==> src/hdl/utp_pkg.sv <==
// constants, register map and types of the serial transmit path
// assumes one 20 MHz clock and an avalon-mm slave with byte addresses
package utp_pkg;
   localparam int unsigned ADDR_W     = 6;
   localparam int unsigned FIFO_DEPTH = 16;
   localparam int unsigned DATA_W     = 8;
   // byte offsets on the register bus
   localparam logic [5:0] OFS_TX_HOLD   = 6'h00;
   localparam logic [5:0] OFS_INT_EN    = 6'h04;
   localparam logic [5:0] OFS_INT_STAT  = 6'h08;
   localparam logic [5:0] OFS_FIFO_CTL  = 6'h0c;
   localparam logic [5:0] OFS_LINE_CTL  = 6'h10;
   localparam logic [5:0] OFS_MODEM_CTL = 6'h14;
   localparam logic [5:0] OFS_LINE_STAT = 6'h18;
   localparam logic [5:0] OFS_DIV_LOW   = 6'h1c;
   localparam logic [5:0] OFS_DIV_HIGH  = 6'h20;
   localparam logic [5:0] OFS_DIV_FRAC  = 6'h24;
   localparam logic [5:0] OFS_SEL_8X    = 6'h28;
   localparam logic [5:0] OFS_SEL_4X    = 6'h2c;
   localparam logic [5:0] OFS_SOFT_RST  = 6'h30;
   // field positions
   localparam int unsigned IE_TX_EMPTY   = 1;
   localparam int unsigned IS_NONE       = 0;
   localparam int unsigned IS_TX_EMPTY   = 1;
   localparam int unsigned FC_ENABLE     = 0;
   localparam int unsigned FC_TX_CLEAR   = 2;
   localparam int unsigned FC_TRIG_LO    = 4;
   localparam int unsigned LC_STOP2      = 2;
   localparam int unsigned LC_PAR_EN     = 3;
   localparam int unsigned LC_PAR_EVEN   = 4;
   localparam int unsigned MC_PRESCALE   = 7;
   localparam int unsigned LS_HOLD_EMPTY = 5;
   localparam int unsigned LS_SHIFT_EMPTY = 6;
   localparam logic [7:0]  FC_KEEP_MASK  = 8'h31;
   localparam logic [3:0]  FRAC_MASK     = 4'hf;
   // values after reset
   localparam logic [7:0] RST_INT_EN    = 8'h00;
   localparam logic [7:0] RST_FIFO_CTL  = 8'h00;
   localparam logic [7:0] RST_LINE_CTL  = 8'h00;
   localparam logic [7:0] RST_MODEM_CTL = 8'h00;
   localparam logic [7:0] RST_DIV_LOW   = 8'h01;
   localparam logic [7:0] RST_DIV_HIGH  = 8'h00;
   localparam logic [3:0] RST_DIV_FRAC  = 4'h0;
   localparam logic [7:0] RST_SEL       = 8'h00;
   // sampling ticks per bit minus one: 16x, 8x, 4x
   localparam logic [3:0] LAST_16X = 4'hf;
   localparam logic [3:0] LAST_8X  = 4'h7;
   localparam logic [3:0] LAST_4X  = 4'h3;
   localparam logic [1:0] PRESCALE_LAST = 2'h3;
   // transmit trigger levels, selected by two fifo control bits
   localparam logic [4:0] TRIG_0 = 5'h01;
   localparam logic [4:0] TRIG_1 = 5'h04;
   localparam logic [4:0] TRIG_2 = 5'h08;
   localparam logic [4:0] TRIG_3 = 5'h0c;
   typedef enum logic [2:0] {
      UTP_IDLE   = 3'b000,
      UTP_START  = 3'b001,
      UTP_DATA   = 3'b011,
      UTP_PARITY = 3'b010,
      UTP_STOP   = 3'b110
   } utp_tx_state_t;
endpackage : utp_pkg

==> src/hdl/utp_baud_gen.sv <==
// fractional baud generator: prescaler then divisor of int + frac/16
// assumes divisor inputs held stable by the register file
`timescale 1ns/1ps
module utp_baud_gen
   import utp_pkg::*;
#(
   parameter int unsigned INT_W = 16
) (
   input  wire logic             clk_i,
   input  wire logic             rst_i,
   input  wire logic             clr_i,
   input  wire logic             prescale4_i,
   input  wire logic [INT_W-1:0] div_int_i,
   input  wire logic [3:0]       div_frac_i,
   output logic                  tick_o
);
   if (INT_W < 2) begin : g_chk
      $error("utp_baud_gen: INT_W too small");
   end
   logic [1:0]     pre_reg, pre_next;
   logic [INT_W:0] cnt_reg, cnt_next, limit;
   logic [3:0]     acc_reg, acc_next;
   logic           ext_reg, ext_next, tick_reg, tick_next, pre_en;

   always_comb begin
      pre_next  = prescale4_i ? pre_reg + 2'h1 : 2'h0;
      pre_en    = !prescale4_i || (pre_reg == PRESCALE_LAST);
      cnt_next  = cnt_reg;
      acc_next  = acc_reg;
      ext_next  = ext_reg;
      tick_next = 1'b0;
      // a zero integer part behaves as one
      limit = (div_int_i == '0) ? (INT_W+1)'(1) : {1'b0, div_int_i};
      limit = limit + (INT_W+1)'(ext_reg);
      if (pre_en) begin
         if (cnt_reg + (INT_W+1)'(1) >= limit) begin
            cnt_next  = '0;
            // sixteenths carry into one longer period
            {ext_next, acc_next} = {1'b0, acc_reg} + {1'b0, div_frac_i};
            tick_next = 1'b1;
         end else begin
            cnt_next = cnt_reg + (INT_W+1)'(1);
         end
      end
      if (clr_i) begin
         pre_next = 2'h0;
         cnt_next = '0;
         acc_next = 4'h0;
         ext_next = 1'b0;
      end
   end

   always_ff @(posedge clk_i or posedge rst_i) begin
      if (rst_i) begin
         pre_reg  <= 2'h0;
         cnt_reg  <= '0;
         acc_reg  <= 4'h0;
         ext_reg  <= 1'b0;
         tick_reg <= 1'b0;
      end else begin
         pre_reg  <= pre_next;
         cnt_reg  <= cnt_next;
         acc_reg  <= acc_next;
         ext_reg  <= ext_next;
         tick_reg <= tick_next;
      end
   end
   assign tick_o = tick_reg;
endmodule : utp_baud_gen

==> src/hdl/utp_tx_fifo.sv <==
// transmit byte fifo in flip-flops; single mode makes it one holding slot
// assumes the reader pops only while valid is high
`timescale 1ns/1ps
module utp_tx_fifo
   import utp_pkg::*;
#(
   parameter int unsigned WIDTH = 8,
   parameter int unsigned DEPTH = 16,
   localparam int unsigned AW   = $clog2(DEPTH)
) (
   input  wire logic             clk_i,
   input  wire logic             rst_i,
   input  wire logic             clr_i,
   input  wire logic             single_i,
   input  wire logic             wr_valid_i,
   input  wire logic [WIDTH-1:0] wr_data_i,
   output logic                  wr_ready_o,
   output logic                  rd_valid_o,
   output logic [WIDTH-1:0]      rd_data_o,
   input  wire logic             rd_ready_i,
   output logic [AW:0]           count_o
);
   if (DEPTH < 2 || (1 << AW) != DEPTH) begin : g_chk
      $error("utp_tx_fifo: DEPTH must be a power of two");
   end
   logic [WIDTH-1:0] mem_reg [DEPTH];
   logic [WIDTH-1:0] mem_next [DEPTH];
   logic [AW-1:0]    wp_reg, wp_next, rp_reg, rp_next;
   logic [AW:0]      cnt_reg, cnt_next;
   logic             push, pop;

   always_comb begin
      wr_ready_o = single_i ? (cnt_reg == '0)
                            : (cnt_reg != (AW+1)'(DEPTH));
      rd_valid_o = (cnt_reg != '0);
      rd_data_o  = mem_reg[rp_reg];
      push       = wr_valid_i && wr_ready_o;
      pop        = rd_ready_i && rd_valid_o;
      mem_next   = mem_reg;
      wp_next    = wp_reg;
      rp_next    = rp_reg;
      cnt_next   = cnt_reg;
      if (push) begin
         mem_next[wp_reg] = wr_data_i;
         wp_next = wp_reg + AW'(1);
      end
      if (pop) begin
         rp_next = rp_reg + AW'(1);
      end
      if (push && !pop) begin
         cnt_next = cnt_reg + (AW+1)'(1);
      end else if (pop && !push) begin
         cnt_next = cnt_reg - (AW+1)'(1);
      end
      if (clr_i) begin
         wp_next  = '0;
         rp_next  = '0;
         cnt_next = '0;
      end
   end

   always_ff @(posedge clk_i or posedge rst_i) begin
      if (rst_i) begin
         for (int i = 0; i < DEPTH; i++) begin
            mem_reg[i] <= '0;
         end
         wp_reg  <= '0;
         rp_reg  <= '0;
         cnt_reg <= '0;
      end else begin
         mem_reg <= mem_next;
         wp_reg  <= wp_next;
         rp_reg  <= rp_next;
         cnt_reg <= cnt_next;
      end
   end
   assign count_o = cnt_reg;
endmodule : utp_tx_fifo

==> src/hdl/utp_top.sv <==
// serial transmit path of one channel with its avalon-mm register file
// assumes a single 20 MHz clock that is also the baud reference
// Summary of operation
// - eight-bit shifter fed from a sixteen-byte fifo.
// - one bit lasts 16 sampling ticks, or 8 or 4 in reduced modes.
// - eight- and four-times select registers pick reduced modes.
// - frame is start, data, optional parity, then stop bits.
// - data leaves least significant bit first.
// - fifo control bit 0 enables the fifo; otherwise one holding slot.
// - a holding write with room free stores the byte and bumps the write pointer.
// - no fifo: line status bit 5 sets as the byte enters shifter.
// - holding empty raises interrupt status bit 1 if enable bit 1.
// - no fifo: line status bit 6 sets when the shifter is empty.
// - fifo: line status bit 5 is set while the fifo is empty.
// - fifo: interrupt raised when level falls below trigger.
// - fifo: bit 6 sets only when shifter and fifo are both empty.
// - divisor integer in high and low bytes, fraction in sixteenths.
// - modem control bit 7 prescales the reference by one or four.
// - only four low bits of the fraction register exist.
// - divisor resets to one: low byte one, high and fraction zero.
// - generator output is the sampling clock that times shifting.
`timescale 1ns/1ps
module utp_top
   import utp_pkg::*;
(
   input  wire logic              clk_i,
   input  wire logic              rst_i,
   input  wire logic [ADDR_W-1:0] avs_address_i,
   input  wire logic              avs_read_i,
   input  wire logic              avs_write_i,
   input  wire logic [31:0]       avs_writedata_i,
   input  wire logic [3:0]        avs_byteenable_i,
   output logic [31:0]            avs_readdata_o,
   output logic                   avs_waitrequest_o,
   output logic                   txd_o,
   output logic                   tx_int_o
);
   localparam int unsigned AW = $clog2(FIFO_DEPTH);

   logic [7:0]    int_en_reg, int_en_next, fifo_ctl_reg, fifo_ctl_next;
   logic [7:0]    line_ctl_reg, line_ctl_next, modem_ctl_reg, modem_ctl_next;
   logic [7:0]    div_low_reg, div_low_next, divisor_high_byte_reg;
   logic [7:0]    divisor_high_byte_next;
   logic [3:0]    divisor_fraction_reg, divisor_fraction_next;
   logic [7:0]    sel8_reg, sel8_next, sel4_reg, sel4_next;
   logic [31:0]   rdata_reg, rdata_next;
   logic          wait_reg, wait_next, srst_reg, srst_next;
   logic          int_reg, int_next;
   logic [7:0]    rd_val, wd;
   logic          wr_take, fifo_push, fifo_clr, fifo_ready;
   logic          fifo_valid, fifo_pop, tick, hold_empty, shift_empty;
   logic [7:0]    fifo_data;
   logic [AW:0]   fifo_count;
   logic [4:0]    trig;
   logic [3:0]    last_smp;

   utp_tx_state_t st_reg, st_next;
   logic [3:0]    smp_reg, smp_next;
   logic [2:0]    bit_reg, bit_next;
   logic [7:0]    tx_shift_register_reg, tx_shift_register_next;
   logic          par_reg, par_next, txd_reg, txd_next;
   logic          stop_reg, stop_next;

   utp_baud_gen #(
      .INT_W (16)
   ) u_baud_generator (
      .clk_i       (clk_i),
      .rst_i       (rst_i),
      .clr_i       (srst_reg),
      .prescale4_i (modem_ctl_reg[MC_PRESCALE]),
      .div_int_i   ({divisor_high_byte_reg, div_low_reg}),
      .div_frac_i  (divisor_fraction_reg),
      .tick_o      (tick)
   );

   utp_tx_fifo #(
      .WIDTH (DATA_W),
      .DEPTH (FIFO_DEPTH)
   ) u_fifo (
      .clk_i      (clk_i),
      .rst_i      (rst_i),
      .clr_i      (fifo_clr),
      .single_i   (!fifo_ctl_reg[FC_ENABLE]),
      .wr_valid_i (fifo_push),
      .wr_data_i  (wd),
      .wr_ready_o (fifo_ready),
      .rd_valid_o (fifo_valid),
      .rd_data_o  (fifo_data),
      .rd_ready_i (fifo_pop),
      .count_o    (fifo_count)
   );

   // a full fifo drops the write; the host must watch the level
   assign wd          = avs_writedata_i[7:0];
   assign wr_take     = avs_write_i && !wait_reg;
   assign hold_empty  = !fifo_valid;
   assign shift_empty = hold_empty && (st_reg == UTP_IDLE);

   always_comb begin
      case (fifo_ctl_reg[FC_TRIG_LO +: 2])
         2'h0:    trig = TRIG_0;
         2'h1:    trig = TRIG_1;
         2'h2:    trig = TRIG_2;
         default: trig = TRIG_3;
      endcase
      // both selects set is reserved and falls back to 16x
      if (sel8_reg[0] && !sel4_reg[0]) begin
         last_smp = LAST_8X;
      end else if (sel4_reg[0] && !sel8_reg[0]) begin
         last_smp = LAST_4X;
      end else begin
         last_smp = LAST_16X;
      end
   end

   always_comb begin
      case (avs_address_i)
         OFS_INT_EN:    rd_val = int_en_reg;
         OFS_INT_STAT:  rd_val = {6'h00, int_reg, !int_reg};
         OFS_FIFO_CTL:  rd_val = fifo_ctl_reg;
         OFS_LINE_CTL:  rd_val = line_ctl_reg;
         OFS_MODEM_CTL: rd_val = modem_ctl_reg;
         OFS_LINE_STAT: rd_val = {1'b0, shift_empty, hold_empty, 5'h00};
         OFS_DIV_LOW:   rd_val = div_low_reg;
         OFS_DIV_HIGH:  rd_val = divisor_high_byte_reg;
         OFS_DIV_FRAC:  rd_val = {4'h0, divisor_fraction_reg};
         OFS_SEL_8X:    rd_val = sel8_reg;
         OFS_SEL_4X:    rd_val = sel4_reg;
         default:       rd_val = 8'h00;
      endcase
   end

   always_comb begin
      int_en_next            = int_en_reg;
      fifo_ctl_next          = fifo_ctl_reg;
      line_ctl_next          = line_ctl_reg;
      modem_ctl_next         = modem_ctl_reg;
      div_low_next           = div_low_reg;
      divisor_high_byte_next = divisor_high_byte_reg;
      divisor_fraction_next  = divisor_fraction_reg;
      sel8_next              = sel8_reg;
      sel4_next              = sel4_reg;
      rdata_next             = rdata_reg;
      wait_next              = 1'b1;
      srst_next              = 1'b0;
      fifo_push              = 1'b0;
      fifo_clr               = srst_reg;
      // one wait cycle: sample on the first edge, release on the next
      if ((avs_read_i || avs_write_i) && wait_reg) begin
         wait_next  = 1'b0;
         rdata_next = avs_read_i ? {24'h000000, rd_val} : 32'h00000000;
      end
      if (wr_take && avs_byteenable_i[0]) begin
         case (avs_address_i)
            OFS_TX_HOLD:   fifo_push = 1'b1;
            OFS_INT_EN:    int_en_next = wd;
            OFS_FIFO_CTL: begin
               fifo_ctl_next = wd & FC_KEEP_MASK;
               fifo_clr = wd[FC_TX_CLEAR] ||
                          (wd[FC_ENABLE] != fifo_ctl_reg[FC_ENABLE]);
            end
            OFS_LINE_CTL:  line_ctl_next = wd;
            OFS_MODEM_CTL: modem_ctl_next = wd;
            OFS_DIV_LOW:   div_low_next = wd;
            OFS_DIV_HIGH:  divisor_high_byte_next = wd;
            OFS_DIV_FRAC:  divisor_fraction_next = wd[3:0] & FRAC_MASK;
            OFS_SEL_8X:    sel8_next = wd;
            OFS_SEL_4X:    sel4_next = wd;
            OFS_SOFT_RST:  srst_next = 1'b1;
            default: begin
            end
         endcase
      end
      // level below trigger in fifo mode, plain holding empty otherwise
      int_next = int_en_reg[IE_TX_EMPTY] &&
                 (fifo_ctl_reg[FC_ENABLE] ? ({1'b0, fifo_count} < {1'b0, trig})
                                          : hold_empty);
      if (srst_reg) begin
         int_en_next            = RST_INT_EN;
         fifo_ctl_next          = RST_FIFO_CTL;
         line_ctl_next          = RST_LINE_CTL;
         modem_ctl_next         = RST_MODEM_CTL;
         div_low_next           = RST_DIV_LOW;
         divisor_high_byte_next = RST_DIV_HIGH;
         divisor_fraction_next  = RST_DIV_FRAC;
         sel8_next              = RST_SEL;
         sel4_next              = RST_SEL;
      end
   end

   always_ff @(posedge clk_i or posedge rst_i) begin
      if (rst_i) begin
         int_en_reg <= RST_INT_EN;
         fifo_ctl_reg <= RST_FIFO_CTL;
         line_ctl_reg <= RST_LINE_CTL;
         modem_ctl_reg <= RST_MODEM_CTL;
         div_low_reg <= RST_DIV_LOW;
         divisor_high_byte_reg <= RST_DIV_HIGH;
         divisor_fraction_reg <= RST_DIV_FRAC;
         sel8_reg <= RST_SEL;
         sel4_reg <= RST_SEL;
         rdata_reg <= 32'h00000000;
         wait_reg <= 1'b1;
         srst_reg <= 1'b0;
         int_reg <= 1'b0;
      end else begin
         int_en_reg <= int_en_next;
         fifo_ctl_reg <= fifo_ctl_next;
         line_ctl_reg <= line_ctl_next;
         modem_ctl_reg <= modem_ctl_next;
         div_low_reg <= div_low_next;
         divisor_high_byte_reg <= divisor_high_byte_next;
         divisor_fraction_reg <= divisor_fraction_next;
         sel8_reg <= sel8_next;
         sel4_reg <= sel4_next;
         rdata_reg <= rdata_next;
         wait_reg <= wait_next;
         srst_reg <= srst_next;
         int_reg <= int_next;
      end
   end

   // serialiser; the start bit begins at once, not on a tick boundary
   always_comb begin
      st_next                = st_reg;
      smp_next               = smp_reg;
      bit_next               = bit_reg;
      tx_shift_register_next = tx_shift_register_reg;
      par_next               = par_reg;
      txd_next               = txd_reg;
      stop_next              = stop_reg;
      fifo_pop               = 1'b0;
      case (st_reg)
         UTP_IDLE: begin
            txd_next = 1'b1;
            if (fifo_valid) begin
               fifo_pop = 1'b1;
               tx_shift_register_next = fifo_data;
               par_next = ^(fifo_data & (8'hff >> (2'h3 - line_ctl_reg[1:0])))
                          ^ !line_ctl_reg[LC_PAR_EVEN];
               smp_next = 4'h0;
               txd_next = 1'b0;
               st_next  = UTP_START;
            end
         end
         default: begin
            if (tick) begin
               if (smp_reg != last_smp) begin
                  smp_next = smp_reg + 4'h1;
               end else begin
                  smp_next = 4'h0;
                  case (st_reg)
                     UTP_START: begin
                        bit_next = 3'h0;
                        txd_next = tx_shift_register_reg[0];
                        st_next  = UTP_DATA;
                     end
                     UTP_DATA: begin
                        if (bit_reg == {1'b1, line_ctl_reg[1:0]}) begin
                           stop_next = 1'b0;
                           if (line_ctl_reg[LC_PAR_EN]) begin
                              txd_next = par_reg;
                              st_next  = UTP_PARITY;
                           end else begin
                              txd_next = 1'b1;
                              st_next  = UTP_STOP;
                           end
                        end else begin
                           tx_shift_register_next =
                              {1'b0, tx_shift_register_reg[7:1]};
                           txd_next = tx_shift_register_reg[1];
                           bit_next = bit_reg + 3'h1;
                        end
                     end
                     UTP_PARITY: begin
                        txd_next = 1'b1;
                        st_next  = UTP_STOP;
                     end
                     UTP_STOP: begin
                        if (line_ctl_reg[LC_STOP2] && !stop_reg) begin
                           stop_next = 1'b1;
                        end else begin
                           st_next = UTP_IDLE;
                        end
                     end
                     default: st_next = UTP_IDLE;
                  endcase
               end
            end
         end
      endcase
      if (srst_reg) begin
         st_next  = UTP_IDLE;
         txd_next = 1'b1;
         fifo_pop = 1'b0;
      end
   end

   always_ff @(posedge clk_i or posedge rst_i) begin
      if (rst_i) begin
         st_reg <= UTP_IDLE;
         smp_reg <= 4'h0;
         bit_reg <= 3'h0;
         tx_shift_register_reg <= 8'h00;
         par_reg <= 1'b0;
         txd_reg <= 1'b1;
         stop_reg <= 1'b0;
      end else begin
         st_reg <= st_next;
         smp_reg <= smp_next;
         bit_reg <= bit_next;
         tx_shift_register_reg <= tx_shift_register_next;
         par_reg <= par_next;
         txd_reg <= txd_next;
         stop_reg <= stop_next;
      end
   end

   assign avs_readdata_o    = rdata_reg;
   assign avs_waitrequest_o = wait_reg;
   assign txd_o             = txd_reg;
   assign tx_int_o          = int_reg;
endmodule : utp_top

==> config.mk <==
export PLATFORM = sky130hd
export DESIGN_NAME = utp_top
export DESIGN_NICKNAME = d
export VERILOG_FILES = /design/src/hdl/utp_pkg.sv /design/src/hdl/utp_baud_gen.sv /design/src/hdl/utp_tx_fifo.sv /design/src/hdl/utp_top.sv
export SDC_FILE = /design/constraint.sdc
export NUM_CORES = 1
export LEC_CHECK = 0
export BUFFER_PORTS_ARGS = -buffer_cell sky130_fd_sc_hd__buf_2
export CAP_MARGIN = 40
export CORE_ASPECT_RATIO = 0.6
export CORE_MARGIN = 2
export CORE_UTILIZATION = 30
export DETAILED_ROUTE_END_ITERATION = 10
export GPL_TIMING_DRIVEN = 0
export PLACE_DENSITY_LB_ADDON = 0.1
export SYNTH_ARGS = -nofsm -noshare
export SYNTH_HDL_FRONTEND = slang
export SYNTH_SLANG_ARGS = --single-unit
==> constraint.sdc <==
create_clock -name clk_i -period 23.4 [get_ports clk_i]
set_input_delay 2.34 -clock clk_i [delete_from_list [all_inputs] [get_ports clk_i]]
set_output_delay 2.34 -clock clk_i [all_outputs]
set_load 0.1 [all_outputs]
-- Yosys cells after proc, flatten, opt, wreduce, memory -nomap -nowiden
Cells that the tools add are included.
- flip-flop bits (word level): 290
- logic and storage cells: 274
- input bits: 46
- bitwise logic cells: 6
- add/subtract/negate cells: 11
- $lt $le $gt $ge: 5
- equal/unequal tests: 33
- mux-type cells: 103
- reductions and logical operators: 71
- shifts and indexed selects: 1
- operator list (kind ; count):
    2-to-1 mux 8 bit ; 34
    bitwise mux 128 bit ; 1
    one-hot mux 8 bit (11 select lines) ; 1
    2-to-1 mux 4 bit ; 16
    2-to-1 mux 17 bit ; 3
    nonzero test 2 bit ; 18
    binary-select mux 8 bit (select 4 bit) ; 1
    demux 8 bit (select 4 bit) ; 1
    equality test 6 bit, second input constant ; 5
    2-to-1 mux 3 bit ; 9
    2-to-1 mux 1 bit ; 26
    equality test 6 x 5 -> 1 bit, second input constant ; 4
    AND reduction 2 bit ; 12
    adder 17 x 1 -> 17 bit ; 1
    adder 17 x 1 -> 17 bit, second input constant ; 1
    >= comparator 17 bit ; 1
    zero test 16 bit ; 1
    2-to-1 mux 16 bit ; 1
    2-to-1 mux 5 bit ; 3
    AND reduction 5 bit ; 3
    logical AND 1 bit ; 13
    adder 4 x 1 -> 4 bit, second input constant ; 3
    equality test 6 x 4 -> 1 bit, second input constant ; 2
    inequality test 2 bit, second input constant ; 6
    other kinds (43) ; 64

-- Depth between registers and ports, before layout
- depth after elaboration: 10
- mapped depth: 20

-- Modules after synthesis
From an unflattened synthesis, not the netlist that was laid out.
- cell total of the unflattened synthesis: 1213
- area total of the unflattened synthesis: 14669.1 um2
- by module, submodules not included (module ; times used ; cells each ; area an instance (um2)):
    utp_tx_fifo ; 1 ; 422 ; 7292.0
    utp_top ; 1 ; 543 ; 5198.7
    utp_baud_gen ; 1 ; 248 ; 2178.3

-- Least setup slack after synthesis
OpenSTA, ideal clock, no wires.
- path type: input to register
- start point: in avs_address_i[1]
- end point: reg u_fifo.cnt_reg[4], in the netlist u_fifo.count_o[4]
- setup time: 132 ps
- data arrival time: 4708 ps
- stages: 10
- path slack: 18560 ps
- buffers on the path: 1
- data required time: 23268 ps
- path through: or2_1 > clkbuf_1 > or3_1 > or4_1 > ha_1 > a21o_1 > a21oi_1 > mux2i_1 > xnor2_1 > nor2_1
- cells in the longest elaborated chain, start to end: 7
- RTL lines (element ; line ; RTL):
    start, declared ; utp_top.sv:28 ; input wire logic [ADDR_W-1:0] avs_address_i,
    zero test 6 bit ; utp_top.sv:154 ; case (avs_address_i)
    2-to-1 mux 1 bit ; utp_top.sv:154 ;
    2-to-1 mux 1 bit ; utp_top.sv:153 ; if (wr_take && avs_byteenable_i[0]) begin
    logical AND 1 bit ; utp_tx_fifo.sv:37 ; push = wr_valid_i && wr_ready_o;
    logical AND 1 bit or zero test 1 bit (tied branches) ; utp_tx_fifo.sv:50, utp_tx_fifo.sv:52 ;
    2-to-1 mux 5 bit or logical AND 1 bit (tied branches) ; utp_tx_fifo.sv:50, utp_tx_fifo.sv:52 ;
    2-to-1 mux 5 bit or nonzero test 3 bit (tied branches) ; -- ;
    end signal, assigned ; utp_tx_fifo.sv:74 ; cnt_reg <= cnt_next;
    end, declared ; utp_tx_fifo.sv:29 ; logic [AW:0] cnt_reg, cnt_next;
Parallel ways exist; a longest one is shown, timed or not.
A chain may end at the register's enable or synchronous reset.

-- Final worst setup path
- start point: reg divisor_high_byte_reg[4]
- end point: reg u_baud_generator.cnt_reg[5]
- cells in the longest elaborated chain, start to end: 7
- RTL lines (element ; line ; RTL):
    start, declared ; utp_top.sv:42 ; logic [7:0] div_low_reg, div_low_next, divisor_high_byte_reg;
    start signal, assigned ; utp_top.sv:212 ; divisor_high_byte_reg <= divisor_high_byte_next;
    zero test 16 bit ; utp_baud_gen.sv:33 ; limit = (div_int_i == '0) ? (INT_W+1)'(1) : {1'b0, div_int_i};
    2-to-1 mux 16 bit * ; utp_baud_gen.sv:33 ;
    adder 17 x 1 -> 17 bit * ; utp_baud_gen.sv:34 ; limit = limit + (INT_W+1)'(ext_reg);
    >= comparator 17 bit * ; utp_baud_gen.sv:36 ; if (cnt_reg + (INT_W+1)'(1) >= limit) begin
    2-to-1 mux 17 bit * ; utp_baud_gen.sv:36 ;
    2-to-1 mux 17 bit * ; utp_baud_gen.sv:35 ; if (pre_en) begin
    2-to-1 mux 17 bit * ; utp_baud_gen.sv:45 ; if (clr_i) begin
    end signal, assigned ; utp_baud_gen.sv:62 ; cnt_reg <= cnt_next;
    end, declared ; utp_baud_gen.sv:21 ; logic [INT_W:0] cnt_reg, cnt_next, limit;
Mark *: on every way between the ends. The rest lies on a longest branch, timed or not. The select of a mux whose other input is x is not followed.

==> flow_metrics.tcl <==
set metrics [dict create \
    die_w_um 281 \
    holdWs_ns 0.455 \
    crit_chain "nor4_1 -> a41o_1 -> ha_1 -> ha_1 -> nand2_1 -> nor2_1 -> and4_1 -> nand2_1 -> xor2_1 -> ha_1 -> a21o_1 -> a2111oi_0 -> nand2_1 -> o21ai_0 -> clkbuf_1 -> clkbuf_1 -> nand3_1 -> a31oi_1" \
    setup_viol 0 \
    htreeDepth 1 \
    numPortBuffers 24 \
    max_slew_margin_pct 36.6 \
    critPathRequiredTime_ns 23.89 \
    final_cell_mix "dfrtp_1, nand2_1, mux2_2" \
    wl_mm 43.2 \
    tritoncts "done" \
    antenna_found_initial 0 \
    drc 0 \
    avgViaCountPerCell 5.05 \
    num_vias 10200 \
    synth_flop_cell "dfrtp_1" \
    power_density_nw_per_um2 86.6 \
    clk_pin_slew_ns 0.06 \
    slowest_delay_ns 0.71 \
    cap_violations 0 \
    gp_congestion 0.859 \
    start_util_pct 30.6 \
    cts_buffer_depth 3 \
    hold_viol 0 \
    rows 60 \
    layout-drive-gt1-share_pct 20.1 \
    top_usage_layer "met1" \
    end_kind "flip-flop" \
    crit_buf_inv 2 \
    setup.worst_path.start_class "flip-flop" \
    min_period_ns 5.96 \
    largest_register_ff_count 128 \
    ioPinCount 81 \
    use_met2_pct 21.7 \
    grt_overflow 0 \
    min_period_over_period_pct 25.5 \
    cts_buffers 28 \
    ys_seq_area_share_pct 47.3 \
    fin_tns_setup_ns 0 \
    synthToLayoutAreaGrowth_pct 14.9 \
    hp-start "u_baud_generator.pre_reg[0]" \
    fp.dieH_um 170 \
    fin_cells 2011 \
    post_cts_buffers 0 \
    finClkSkew_ns 0.0237 \
    ys_warn_count 0 \
    drt_first_pass_iters 5 \
    final_common_cell "dfrtp_1" \
    hold_class "flip-flop to flip-flop" \
    synthesis.area_um2 13800 \
    synth_cells 1283 \
    dp_worst_setup_slack_ns 17.61 \
    slew_violations 0 \
    grt.total_usage_pct 18.5 \
    tightestPinTransition_ns 0.941 \
    dieArea_um2 47800 \
    ctsHoldBuffers 0 \
    startpoint "divisor_high_byte_reg[4]" \
    postLayoutCoreUtil_pct 35.2 \
    grt_pass1_wl_mm 66.0 \
    met1_usage_pct 32.8 \
    grt_setup_unrepaired "false" \
    dr.first_iter.drc_count 866 \
    final_area_um2 15900 \
    grt_pass1_vias 9916 \
    clockRootBuffer "clkbuf_16" \
    synth-seq-cells 261 \
    synth_edf_count 0 \
    fmax_ghz 0.168 \
    clock_latency_ns 0.57 \
    grtUsageMet3_pct 3.49 \
    wl_per_cell_um 21.5 \
    dp_hpwl_mm 32.3 \
    r2r_start "divisor_high_byte_reg[4]" \
    async_flop_share_pct 100 \
    worst-setup-path-type "flip-flop to flip-flop" \
    core-area_um2 45100 \
    synth_cell_types 65 \
    post_dp_cell_area_um2 14900 \
    antenna_cells 0 \
    nNetsFinal 1457 \
    avgSynthCellArea_um2 10.8 \
    post_cts_resized 0 \
    crit_family "simple AND/OR/NAND/NOR gates" \
    setup_ws_ns 17.44 \
    grt_max_degree 104 \
    peakVddDrop_mv 0.0504 \
    cp.arrival_ns 6.45 \
    cts.sinks 261 \
    path_max_fanout 10 \
    ant_nets 0 \
    dp.cells 1961 \
    critical_path.slowest_cell "nor4_1" \
    fill_cells 4506 \
    p_total_mw 1.37 \
    status "completed" \
    leakagePower_nw 7.30 \
]
[where the power goes]
part | switching, mW | internal (mW)
Combinational | 0.265 | 0.137
Sequential | 0.0279 | 0.484
Clock | 0.192 | 0.268
Total | 0.485 | 0.889
[cell usage after synthesis, drive strengths merged, types with 3 or more instances]
cell,n,area share (%)
dfstp,3,0.57
nand4,9,0.41
and3,5,0.23
nand2b,9,0.41
ha,38,3.4
nor2b,7,0.32
nand3b,3,0.16
nor2,102,3.0
a21o,13,0.71
mux4,19,3.1
or2,4,0.18
xnor2,33,2.1
clkbuf,72,2.0
and2,4,0.18
mux2i,73,5.3
nand2,137,3.7
nor4,9,0.52
a221oi,19,1.2
nand4b,9,0.57
nand3,50,1.8
o21ai,44,1.6
or3,6,0.27
nor3,11,0.54
mux2,133,11
a21oi,77,2.8
xor2,21,1.3
a222oi,5,0.36
a211oi,3,0.16
a22oi,16,0.87
dfrtp,258,47
inv,20,0.54
buf,31,1.5
a31oi,5,0.23
a22o,4,0.25
[kinds of logic (layout without fill, tap and decap cells)]
logic type                 Yosys count  after routing  share of synthesized area (%)
adders and majority gates           40             40                           3.73
other                                1             24                         0.0272
AOI/OAI and AO/OA                  205            205                           9.36
xor gates and xnor gates            54             54                           3.43
muxes                              225            225                           19.2
and+or+nand+nor                    373            373                           12.8
DFF                                261            261                           47.3
buffers and inverters              124            209                           4.07
[final cells by class]
cell class	count	area, um2	area share [%]
plain buffers	103	483	3.04
clock buffers	45	845	5.32
clock inverters	5	86.3	0.544
inverters	21	86.3	0.544
multi-input cells	921	6790	42.8
flip-flops and latches	261	6540	41.2
well taps	620	776	4.89
repair buffers	35	259	1.63
[per-layer routing]
layer	vias to the layer above	share of wire, %
li1	4715	-
met1	5148	58
met2	246	34
met3	42	6.1
met4	0	1.4
met5	-	0
[final timing paths]
| check | endpoint | slack [ns] | depth (start not counted) |
|---|---|---|---|
| worst min-delay path | u_baud_generator.pre_reg[0] | 0.45 | 1 |
| worst max register to register | u_baud_generator.cnt_reg[5] | 17.44 | 18 |
| worst min register to register | u_baud_generator.pre_reg[0] | 0.45 | 1 |
| max in group asynchronous | u_fifo.mem_reg[93] | 20.16 | 4 |
| min in group asynchronous | sel4_reg[3] | 1.93 | 2 |
| worst max-delay path | u_baud_generator.cnt_reg[5] | 17.44 | 18 |
(Power assumes the default switching activity.)
